**src/verilog/pfd_pkg.sv**
```systemverilog
// Package: register map, field layout and reset values of the delay bank
// Operation
// - Status bit 3 reads 1 while oscillator frequency is above threshold.
// - Status bit 2 reads 1 while second reference exceeds threshold.
// - Status bit 1 for first reference; threshold chosen by bit 6 of 0x01A.
// - Status bit 0 reads 1 while the loop is digitally locked.
// - Ramp capacitor field [5:3]: 000 gives 4, one bit 3, two 2, 111 one.
// - Ramp current field [2:0] gives 200 uA plus 200 uA per step.
// - Full-scale delay follows jointly from capacitor count and current.
// - Bit 4 of control register 0x01D set suppresses status readback.
package pfd_pkg;

  // Register indices as printed; the byte address is four times the index
  localparam logic [9:0] PFD_IDX_REF_CTRL     = 10'h01A;
  localparam logic [9:0] PFD_IDX_PLL_CTRL     = 10'h01D;
  localparam logic [9:0] PFD_IDX_PLL_STATUS   = 10'h01F;
  localparam logic [9:0] PFD_IDX_BYPASS_CTRL  = 10'h0A0;
  localparam logic [9:0] PFD_IDX_RAMP_CONFIG  = 10'h0A1;
  localparam logic [9:0] PFD_IDX_IRQ_STATUS   = 10'h0F0;
  localparam logic [9:0] PFD_IDX_IRQ_MASK     = 10'h0F1;

  // Field positions
  localparam int PFD_BIT_THRESH_SEL  = 6;
  localparam int PFD_BIT_RDBK_DIS    = 4;
  localparam int PFD_BIT_OSC_ABOVE   = 3;
  localparam int PFD_BIT_SECOND_REFERENCE_INPUT_ABOVE  = 2;
  localparam int PFD_BIT_FIRST_REFERENCE_INPUT_ABOVE  = 1;
  localparam int PFD_BIT_LOCKED      = 0;
  localparam int PFD_BIT_BYPASS      = 0;
  localparam int PFD_CAP_MSB         = 5;
  localparam int PFD_CAP_LSB         = 3;
  localparam int PFD_CUR_MSB         = 2;
  localparam int PFD_CUR_LSB         = 0;

  // Interrupt event bits
  localparam int PFD_EV_LOCK_GAINED  = 0;
  localparam int PFD_EV_LOCK_LOST    = 1;
  localparam int PFD_EV_FIRST_REFERENCE_INPUT_CHANGE  = 2;
  localparam int PFD_EV_SECOND_REFERENCE_INPUT_CHANGE  = 3;
  localparam int PFD_EV_OSC_CHANGE   = 4;
  localparam int PFD_EV_WIDTH        = 5;

  // Reset values
  localparam logic       PFD_RST_THRESH_SEL = 1'b0;
  localparam logic       PFD_RST_RDBK_DIS   = 1'b0;
  localparam logic       PFD_RST_BYPASS     = 1'b0;
  localparam logic [5:0] PFD_RST_RAMP       = 6'h00;
  localparam logic [4:0] PFD_RST_IRQ_MASK   = 5'h00;

  // Ramp decode constants
  localparam logic [10:0] PFD_CUR_STEP_UA   = 11'h0C8;
  localparam logic [2:0]  PFD_CAP_MAX       = 3'h4;
  localparam logic [9:0]  PFD_FS_NUMERATOR  = 10'h348;

  // AHB transfer types and response
  localparam logic [1:0] PFD_HTRANS_NONSEQ = 2'h2;
  localparam logic [1:0] PFD_HTRANS_SEQ    = 2'h3;
  localparam logic [2:0] PFD_HSIZE_WORD    = 3'h2;
  localparam logic       PFD_HRESP_OKAY    = 1'b0;

endpackage

```
**src/verilog/pfd_regs.sv**
```systemverilog
// PLL status and fine-delay register bank behind an AHB-Lite slave
`timescale 1ns/1ps
module pfd_regs (
  // Clock and reset
  input  wire logic        hclk,
  input  wire logic        hresetn,
  // AHB-Lite slave
  input  wire logic        hsel,
  input  wire logic [31:0] haddr,
  input  wire logic [1:0]  htrans,
  input  wire logic        hwrite,
  input  wire logic [2:0]  hsize,
  input  wire logic [31:0] hwdata,
  input  wire logic        hready,
  output logic             hreadyout,
  output logic             hresp,
  output logic      [31:0] hrdata,
  // Monitor inputs from the analog side
  input  wire logic        osc_above_threshold,
  input  wire logic        second_reference_input_above,
  input  wire logic        first_reference_input_above,
  input  wire logic        pll_locked,
  // Controls toward the analog side
  output logic             ref_threshold_select,
  output logic             status_readback_disable,
  output logic             first_delay_capable_output_bypass,
  output logic      [2:0]  ramp_cap_count,
  output logic      [10:0] ramp_current_ua,
  output logic      [11:0] delay_fullscale_rel,
  // Interrupt
  output logic             irq
);

  // Address phase capture
  logic        wr_pend;
  logic [9:0]  wr_idx;
  logic        rd_take;
  logic [9:0]  rd_idx;

  // Control registers and the event flags
  logic        thresh_sel;
  logic        rdbk_dis;
  logic        bypass;
  logic [5:0]  ramp_cfg;
  logic [4:0]  irq_mask;
  logic [4:0]  irq_status;

  // Monitor history
  logic [3:0]  mon_now;
  logic [3:0]  mon_prev;
  logic [4:0]  ev;
  logic [3:0]  status_word;

  // Decoded transfers
  logic        accept;
  logic        wr_access;
  logic        status_clear;
  logic [4:0]  next_irq_status;
  logic [31:0] next_hrdata;
  logic [4:0]  irq_pending;

  // Write strobes, one per writable register, valid in the data phase
  logic        wr_ref_ctrl;
  logic        wr_pll_ctrl;
  logic        wr_bypass;
  logic        wr_ramp;
  logic        wr_mask;

  // Read words, each with its fields at their own bit positions
  logic [31:0] rd_ref_ctrl;
  logic [31:0] rd_pll_ctrl;
  logic [31:0] rd_status;
  logic [31:0] rd_bypass;
  logic [31:0] rd_ramp;
  logic [31:0] rd_irq_status;
  logic [31:0] rd_irq_mask;

  // Ramp decode ahead of the output flops
  logic [2:0]  dec_cap_count;
  logic [10:0] dec_current_ua;
  logic [11:0] dec_fullscale;

  // Slave is zero-wait and always answers OKAY
  assign hreadyout = 1'b1;
  assign hresp     = pfd_pkg::PFD_HRESP_OKAY;

  // A valid transfer is one selected, active and seen with the bus ready
  assign accept = hsel & hready
                & (htrans == pfd_pkg::PFD_HTRANS_NONSEQ
                   | htrans == pfd_pkg::PFD_HTRANS_SEQ);

  assign wr_access = accept & hwrite;

  // Word map, index then byte address:
  //   0x01A / 0x068  reference control, threshold select in bit 6
  //   0x01D / 0x074  loop control, readback disable in bit 4
  //   0x01F / 0x07C  loop status, monitors in bits 3 to 0, read only
  //   0x0A0 / 0x280  delay bypass in bit 0
  //   0x0A1 / 0x284  ramp capacitors in bits 5:3, current in bits 2:0
  //   0x0F0 / 0x3C0  event flags, cleared by a read
  //   0x0F1 / 0x3C4  event mask, same layout as the flags

  // Word index from the byte address; low two bits are ignored
  function automatic logic [9:0] pfd_index(input logic [31:0] addr);
    return addr[11:2];
  endfunction

  // True when the upper address bits are zero, inside the decoded window
  function automatic logic pfd_in_range(input logic [31:0] addr);
    return addr[31:12] == 20'h00000;
  endfunction

  // Write address phase is held for the following data phase
  always_ff @(posedge hclk or negedge hresetn) begin
    if (!hresetn) begin
      wr_pend <= 1'b0;
      wr_idx  <= 10'h000;
    end else begin
      wr_pend <= wr_access & pfd_in_range(haddr);
      wr_idx  <= pfd_index(haddr);
    end
  end

  // Read decode happens in the address phase so data is registered
  assign rd_take = accept & ~hwrite & pfd_in_range(haddr);
  assign rd_idx  = pfd_index(haddr);

  // Data-phase write hit on one register index
  function automatic logic pfd_wr_hit(input logic       pend,
                                      input logic [9:0] idx,
                                      input logic [9:0] reg_idx);
    return pend && idx == reg_idx;
  endfunction

  // Strobes decoded once so each register block is a plain enable
  assign wr_ref_ctrl = pfd_wr_hit(wr_pend, wr_idx,
                                  pfd_pkg::PFD_IDX_REF_CTRL);
  assign wr_pll_ctrl = pfd_wr_hit(wr_pend, wr_idx,
                                  pfd_pkg::PFD_IDX_PLL_CTRL);
  assign wr_bypass   = pfd_wr_hit(wr_pend, wr_idx,
                                  pfd_pkg::PFD_IDX_BYPASS_CTRL);
  assign wr_ramp     = pfd_wr_hit(wr_pend, wr_idx,
                                  pfd_pkg::PFD_IDX_RAMP_CONFIG);
  assign wr_mask     = pfd_wr_hit(wr_pend, wr_idx,
                                  pfd_pkg::PFD_IDX_IRQ_MASK);

  // Monitor levels are synchronous inputs; one stage keeps edges clean
  always_ff @(posedge hclk or negedge hresetn) begin
    if (!hresetn) begin
      mon_now <= 4'h0;
    end else begin
      mon_now[pfd_pkg::PFD_BIT_OSC_ABOVE]  <= osc_above_threshold;
      mon_now[pfd_pkg::PFD_BIT_SECOND_REFERENCE_INPUT_ABOVE] <= second_reference_input_above;
      mon_now[pfd_pkg::PFD_BIT_FIRST_REFERENCE_INPUT_ABOVE] <= first_reference_input_above;
      mon_now[pfd_pkg::PFD_BIT_LOCKED]     <= pll_locked;
    end
  end

  // Previous sample for edge detection; its reset matches the idle
  // low level of the monitors so no false event follows reset
  always_ff @(posedge hclk or negedge hresetn) begin
    if (!hresetn) begin
      mon_prev <= 4'h0;
    end else begin
      mon_prev <= mon_now;
    end
  end

  // Live status word, one bit per monitor
  always_comb begin
    status_word = 4'h0;
    status_word[pfd_pkg::PFD_BIT_OSC_ABOVE] =
      mon_now[pfd_pkg::PFD_BIT_OSC_ABOVE];
    status_word[pfd_pkg::PFD_BIT_SECOND_REFERENCE_INPUT_ABOVE] =
      mon_now[pfd_pkg::PFD_BIT_SECOND_REFERENCE_INPUT_ABOVE];
    status_word[pfd_pkg::PFD_BIT_FIRST_REFERENCE_INPUT_ABOVE] =
      mon_now[pfd_pkg::PFD_BIT_FIRST_REFERENCE_INPUT_ABOVE];
    status_word[pfd_pkg::PFD_BIT_LOCKED] =
      mon_now[pfd_pkg::PFD_BIT_LOCKED];
  end

  // Any change of one monitor bit between two samples
  function automatic logic pfd_toggled(input logic [3:0] cur,
                                       input logic [3:0] prv,
                                       input int         pos);
    return cur[pos] ^ prv[pos];
  endfunction

  // Events: lock edges and any crossing of a frequency threshold
  always_comb begin
    ev = 5'h00;
    ev[pfd_pkg::PFD_EV_LOCK_GAINED] =
      mon_now[pfd_pkg::PFD_BIT_LOCKED] & ~mon_prev[pfd_pkg::PFD_BIT_LOCKED];
    ev[pfd_pkg::PFD_EV_LOCK_LOST] =
      ~mon_now[pfd_pkg::PFD_BIT_LOCKED] & mon_prev[pfd_pkg::PFD_BIT_LOCKED];
    ev[pfd_pkg::PFD_EV_FIRST_REFERENCE_INPUT_CHANGE] =
      pfd_toggled(mon_now, mon_prev, pfd_pkg::PFD_BIT_FIRST_REFERENCE_INPUT_ABOVE);
    ev[pfd_pkg::PFD_EV_SECOND_REFERENCE_INPUT_CHANGE] =
      pfd_toggled(mon_now, mon_prev, pfd_pkg::PFD_BIT_SECOND_REFERENCE_INPUT_ABOVE);
    ev[pfd_pkg::PFD_EV_OSC_CHANGE] =
      pfd_toggled(mon_now, mon_prev, pfd_pkg::PFD_BIT_OSC_ABOVE);
  end

  // Threshold select for the reference monitors
  always_ff @(posedge hclk or negedge hresetn) begin
    if (!hresetn) begin
      thresh_sel <= pfd_pkg::PFD_RST_THRESH_SEL;
    end else if (wr_ref_ctrl) begin
      thresh_sel <= hwdata[pfd_pkg::PFD_BIT_THRESH_SEL];
    end
  end

  // Status readback disable
  always_ff @(posedge hclk or negedge hresetn) begin
    if (!hresetn) begin
      rdbk_dis <= pfd_pkg::PFD_RST_RDBK_DIS;
    end else if (wr_pll_ctrl) begin
      rdbk_dis <= hwdata[pfd_pkg::PFD_BIT_RDBK_DIS];
    end
  end

  // Delay bypass for the first delay-capable output
  always_ff @(posedge hclk or negedge hresetn) begin
    if (!hresetn) begin
      bypass <= pfd_pkg::PFD_RST_BYPASS;
    end else if (wr_bypass) begin
      bypass <= hwdata[pfd_pkg::PFD_BIT_BYPASS];
    end
  end

  // Ramp capacitor and current fields
  always_ff @(posedge hclk or negedge hresetn) begin
    if (!hresetn) begin
      ramp_cfg <= pfd_pkg::PFD_RST_RAMP;
    end else if (wr_ramp) begin
      ramp_cfg <= hwdata[5:0];
    end
  end

  // Interrupt mask
  always_ff @(posedge hclk or negedge hresetn) begin
    if (!hresetn) begin
      irq_mask <= pfd_pkg::PFD_RST_IRQ_MASK;
    end else if (wr_mask) begin
      irq_mask <= hwdata[4:0];
    end
  end

  // Reading the event register clears it; a new event in that cycle stays
  assign status_clear = rd_take && rd_idx == pfd_pkg::PFD_IDX_IRQ_STATUS;

  always_comb begin
    next_irq_status = status_clear ? 5'h00 : irq_status;
    next_irq_status = next_irq_status | ev;
  end

  always_ff @(posedge hclk or negedge hresetn) begin
    if (!hresetn) begin
      irq_status <= 5'h00;
    end else begin
      irq_status <= next_irq_status;
    end
  end

  // Level interrupt while any unmasked event is pending
  assign irq_pending = irq_status & irq_mask;
  assign irq         = |irq_pending;

  // Read words; status reads as zero while readback is disabled
  always_comb begin
    rd_ref_ctrl   = 32'h00000000;
    rd_pll_ctrl   = 32'h00000000;
    rd_status     = 32'h00000000;
    rd_bypass     = 32'h00000000;
    rd_ramp       = 32'h00000000;
    rd_irq_status = 32'h00000000;
    rd_irq_mask   = 32'h00000000;
    rd_ref_ctrl[pfd_pkg::PFD_BIT_THRESH_SEL] = thresh_sel;
    rd_pll_ctrl[pfd_pkg::PFD_BIT_RDBK_DIS]   = rdbk_dis;
    rd_status[3:0]     = rdbk_dis ? 4'h0 : status_word;
    rd_bypass[pfd_pkg::PFD_BIT_BYPASS] = bypass;
    rd_ramp[5:0]       = ramp_cfg;
    rd_irq_status[4:0] = irq_status;
    rd_irq_mask[4:0]   = irq_mask;
  end

  // Read mux over the word index; unmapped indices read zero
  always_comb begin
    unique case (rd_idx)
      pfd_pkg::PFD_IDX_REF_CTRL:    next_hrdata = rd_ref_ctrl;
      pfd_pkg::PFD_IDX_PLL_CTRL:    next_hrdata = rd_pll_ctrl;
      pfd_pkg::PFD_IDX_PLL_STATUS:  next_hrdata = rd_status;
      pfd_pkg::PFD_IDX_BYPASS_CTRL: next_hrdata = rd_bypass;
      pfd_pkg::PFD_IDX_RAMP_CONFIG: next_hrdata = rd_ramp;
      pfd_pkg::PFD_IDX_IRQ_STATUS:  next_hrdata = rd_irq_status;
      pfd_pkg::PFD_IDX_IRQ_MASK:    next_hrdata = rd_irq_mask;
      default:                      next_hrdata = 32'h00000000;
    endcase
  end

  // Read data registered at the address phase, held until the next read
  // so a master that samples late in the data phase still sees it
  always_ff @(posedge hclk or negedge hresetn) begin
    if (!hresetn) begin
      hrdata <= 32'h00000000;
    end else if (rd_take) begin
      hrdata <= next_hrdata;
    end else if (accept && !hwrite) begin
      hrdata <= 32'h00000000;
    end
  end

  // Analog-side controls come straight from their registers
  assign ref_threshold_select              = thresh_sel;
  assign status_readback_disable           = rdbk_dis;
  assign first_delay_capable_output_bypass = bypass;

  // Decode of the ramp settings into count, current and full scale
  pfd_ramp_decode i_pfd_ramp_decode (
    .ramp_cfg        (ramp_cfg),
    .cap_count       (dec_cap_count),
    .ramp_current_ua (dec_current_ua),
    .fullscale_rel   (dec_fullscale)
  );

  // Decoded settings leave through flops so the analog side sees no
  // decode glitches; the price is one clock behind the register
  always_ff @(posedge hclk or negedge hresetn) begin
    if (!hresetn) begin
      ramp_cap_count      <= pfd_pkg::PFD_CAP_MAX;
      ramp_current_ua     <= pfd_pkg::PFD_CUR_STEP_UA;
      delay_fullscale_rel <= {2'h0, pfd_pkg::PFD_FS_NUMERATOR}
                             * {9'h000, pfd_pkg::PFD_CAP_MAX};
    end else begin
      ramp_cap_count      <= dec_cap_count;
      ramp_current_ua     <= dec_current_ua;
      delay_fullscale_rel <= dec_fullscale;
    end
  end

endmodule

```
**src/verilog/pfd_ramp_decode.sv**
```systemverilog
// Ramp decoder: capacitor count, ramp current and relative full scale
`timescale 1ns/1ps
module pfd_ramp_decode (
  // Ramp configuration field
  input  wire logic [5:0]  ramp_cfg,
  // Decoded analog settings
  output logic      [2:0]  cap_count,
  output logic      [10:0] ramp_current_ua,
  output logic      [11:0] fullscale_rel
);

  // Ones count of the capacitor code
  function automatic logic [1:0] pfd_ones(input logic [2:0] code);
    logic [1:0] n;
    n = 2'h0;
    for (int i = 0; i < 3; i++) begin
      n = n + {1'b0, code[i]};
    end
    return n;
  endfunction

  // 840 over the step count; 840 divides evenly by steps 1 to 8
  function automatic logic [9:0] pfd_inv_steps(input logic [2:0] code);
    logic [9:0] v;
    unique case (code)
      3'h0: v = pfd_pkg::PFD_FS_NUMERATOR;
      3'h1: v = 10'h1A4;
      3'h2: v = 10'h118;
      3'h3: v = 10'h0D2;
      3'h4: v = 10'h0A8;
      3'h5: v = 10'h08C;
      3'h6: v = 10'h078;
      3'h7: v = 10'h069;
    endcase
    return v;
  endfunction

  logic [2:0] cap_code;
  logic [2:0] cur_code;
  logic [3:0] cur_steps;

  assign cap_code  = ramp_cfg[pfd_pkg::PFD_CAP_MSB:pfd_pkg::PFD_CAP_LSB];
  assign cur_code  = ramp_cfg[pfd_pkg::PFD_CUR_MSB:pfd_pkg::PFD_CUR_LSB];
  assign cur_steps = {1'b0, cur_code} + 4'h1;

  // Each set bit removes one capacitor from the ramp
  always_comb begin
    cap_count = pfd_pkg::PFD_CAP_MAX - {1'b0, pfd_ones(cap_code)};
  end

  // Current grows by one fixed step per code
  always_comb begin
    ramp_current_ua = 11'(cur_steps * pfd_pkg::PFD_CUR_STEP_UA);
  end

  // Full scale is proportional to capacitance over current
  always_comb begin
    fullscale_rel = {9'h000, cap_count}
                  * {2'h0, pfd_inv_steps(cur_code)};
  end

endmodule

```
**config.mk**
```make
export PLATFORM = sky130hd
export DESIGN_NAME = pfd_regs
export DESIGN_NICKNAME = d
export VERILOG_FILES = /design/src/verilog/pfd_pkg.sv /design/src/verilog/pfd_regs.sv /design/src/verilog/pfd_ramp_decode.sv
export SDC_FILE = /design/constraint.sdc
export NUM_CORES = 1
export LEC_CHECK = 0
export ABC_AREA = 1
export BUFFER_PORTS_ARGS = -buffer_cell sky130_fd_sc_hd__buf_2
export CAP_MARGIN = 20
export CORE_MARGIN = 1
export CORE_UTILIZATION = 46
export DETAILED_ROUTE_END_ITERATION = 6
export GPL_TIMING_DRIVEN = 0
export PLACE_DENSITY = 0.73
export RECOVER_POWER = 25
export SETUP_SLACK_MARGIN = 0.15
export SLEW_MARGIN = 20
export SYNTH_ARGS = -nofsm -noshare
export SYNTH_HDL_FRONTEND = slang
export SYNTH_HIERARCHICAL = 1
export SYNTH_SLANG_ARGS = --single-unit
```
**constraint.sdc**
```tcl
create_clock -name hclk -period 3 [get_ports hclk]
set_clock_uncertainty 0.1 [all_clocks]
set_input_delay 0.3 -clock hclk [delete_from_list [all_inputs] [get_ports hclk]]
set_output_delay 0.3 -clock hclk [all_outputs]
set_load 0.01 [all_outputs]
```
==> out/results.ini <==
[sta]
finalMaxSlewViolations=0
fin_crit_ns=2.967
tns_ns=0
rsz0062_at_grt=true
setup_viol=0
holdWs_ns=0.04068
worst_pin_slew_ns=1.317
maxSlewHeadroom=0.1218
fin_ws_ns=0.03323
hold_violations=0
fmax_mhz=337.1
min_period_over_period=0.9889

[floorplanning]
rows=34
core_region_area_um2=8806
start_util=0.4795
die_width_um=97.81
die_h_um=97.81
io_pins=142
die_area_um2=9567

[critical_path]
setup.worst_path.start_class=flop
path_cells=ha_4 > inv_4 > ha_4 > buf_8 > nand2_4 > inv_2 > fa_1 > ha_2 > inv_2 > fa_2 > o21ai_4 > nand2_1 > nand2_1 > nand2_1 > nand2_1
cpPeakStageDelay_ns=0.54
critical_path_arrival_ns=3.15
cp_max_fo=4
cp_num_buf_inv=4
critPathCaptureType=flop
crit_required_ns=3.18
cp_top_family=adder cells
crit_type=reg2reg
cp-startpoint=ramp_cfg[5]
crit_top_cell=nand2_1
crit_slowest_cell=fa_1
r2r_start=ramp_cfg[5]

[grt]
grt_pass1_vias=3487
track_usage=0.2014
gr-usage-met3=0.04653
busiest_layer=met2
grt_util_met1=0.2357
grt_pass1_wl_um=15430
antenna_found_initial=0
grt.overflow.total=0
gr-usage-met2=0.3666
grt_max_degree=49

[placed_design]
dp_hpwl_um=6373
placed_cell_area_um2=4916
port_buffers=83
gp_congestion=0.8220
place_ws_ns=-0.2582

[logic_synthesis]
yosysSeqAreaShare=0.4231
yosysTopAreaCell=dfrtp_1
synth.area.top_cells=dfrtp_1 (37%), nand2_1 (12%), ha_1 (8.0%)
synth.avg_cell_area_um2=8.412
ys_types=38
yosysWarningCount=6
netlist_instances=502
synth-seq-cells=71
synth_top_area_frac=0.3733
syn_area_um2=4223

[hold_path]
min_path_type=in2reg
min_from=haddr[2]

[finish]
regArea_um2=1789
synthToLayoutAreaGrowth_pct=34.87
diodes=0
num-fill-cells=734
multi_input_area_um2=2290
drive_gt1_frac=0.3520
postLayoutCellArea_um2=5695
fin_nets=772

[detailed_routing]
dr.pass1.iters=7
wire_per_inst_um=11.85
post-route-drc-count=8
finalWirelength_um=9124
vias_per_cell=4.658
ant_nets=0
vias=3587
drt_iter0_markers=113

[clock_network]
clkTransAtPathRegs_ns=0.08
clock_latency_ns=0.35
clkSinkCount=71
cts_tree=done
cts_buffers=9
htreeDepth=3
clk_path_buf_depth=2
clock-root-buffer=clkbuf_8

[pwr]
peakVddDrop_mv=0.3376
power_density_nw_per_um2=320.4
leakage_nw=3.083

[run_status]
violations=design-rule violations
status=finished, violations left

[run]
max_cap_viol_count=0

-- state kept, by name, summed over array words and instances (netlist names) --
| register | flops |
|---|---|
| ramp_cfg | 6 |
| delay_fullscale_rel | 12 |
| ramp_current_ua | 11 |
| mon_now | 4 |
| wr_idx | 10 |
| first_delay_capable_output_bypass | 1 |
| wr_pend | 1 |
| irq_mask | 5 |
| ramp_cap_count | 3 |
| ref_threshold_select | 1 |
| status_readback_disable | 1 |
| irq_status | 5 |
| hrdata | 7 |
| mon_prev | 4 |
-- layout make-up --
class / instances / share of cell area
Clock inverter: 3 / 0.003076
Sequential cell: 71 / 0.3141
Inverter: 79 / 0.05338
Multi-Input combinational cell: 345 / 0.4020
Buffer: 35 / 0.04965
Timing Repair Buffer: 116 / 0.1261
Tap cell: 108 / 0.02373
Clock buffer: 13 / 0.02790
-- cell usage in the layout (no fill, tap or decap), drive strengths merged, types with 10 or more instances in the layout --
cell / instances
buf: 130
clkbuf: 24
conb: 31
dfrtp: 63
dlygate4sd3: 10
fa: 10
ha: 27
inv: 78
nand2: 137
nand3: 35
nand4: 12
nor2: 43
o21ai: 17
-- routing by layer --
layer	wire, µm	up-vias
met5	0	-
met4	112	0
met3	464	10
met2	4840	107
met1	3707	1669
li1	-	1801
-- logic make-up after synthesis --
group	share of synthesized area
adder cells (fa/ha/maj)	0.1274
XOR/XNOR	0.02281
buffers and inverters	0.1327
flip-flops	0.4231
AND/OR/NAND/NOR	0.2587
AO/OA/AOI/OAI	0.03259
other	0.002666
-- stage by stage --
step	cells	util	power, mW
2_1_floorplan	530	-	1.076
3_3_place_gp	721	0.5548	1.139
3_5_place_dp	722	0.5583	1.147
4_1_cts	763	0.6316	1.859
5_1_grt	770	0.6468	1.915
6_report	770	0.6468	1.825
-- report_power, final --
| part | switching (mW) | internal, mW | total (mW) |
|---|---|---|---|
| logic | 0.0819 | 0.0728 | 0.155 |
| registers | 0.00809 | 0.973 | 0.981 |
| clock network | 0.345 | 0.343 | 0.689 |
-- timing repair --
item	in CTS	in global routing
resized for setup	56	28
setup buffers	15	7
endpoints found under the hold margin	24	0
hold buffers	10	0
pin swaps	26	26
setup endpoints to repair	9	9
-- synthesized netlist by cell type --
master / instances
nand2_1: 134
inv_1: 76
dfrtp_1: 63
nand3_1: 34
nor2_1: 33
buf_4: 31
ha_1: 27
nand4_1: 12
fa_1: 10
o21ai_0: 9
dfstp_2: 8
o21ai_1: 7
xnor2_1: 6
a21oi_1: 5
nor2_2: 5
nor2_4: 5
xor2_1: 5
conb_1: 3
nand2_2: 3
nor3_1: 3
nor4_1: 3
buf_6: 2
inv_2: 2
or2_1: 2
a21o_1: 1
a221oi_1: 1
and2_2: 1
and3_2: 1
buf_2: 1
clkbuf_1: 1
clkinv_1: 1
nand3_2: 1
nor3_4: 1
nor3b_1: 1
nor3b_2: 1
o21ai_2: 1
o21bai_1: 1
or2_2: 1
-- path summary, 6_finish.rpt --
path	cells after the start	slack, ns	to
hold / removal	1	0.04	wr_idx[0]
setup reg to reg	15	0.03	delay_fullscale_rel[10]
max in group asynchronous	3	1.28	status_readback_disable
min in group asynchronous	2	0.68	ramp_current_ua[5]
hold reg to reg	0	0.32	mon_prev[3]
setup / recovery	15	0.03	delay_fullscale_rel[10]
Power figures use the tool's default switching activity.
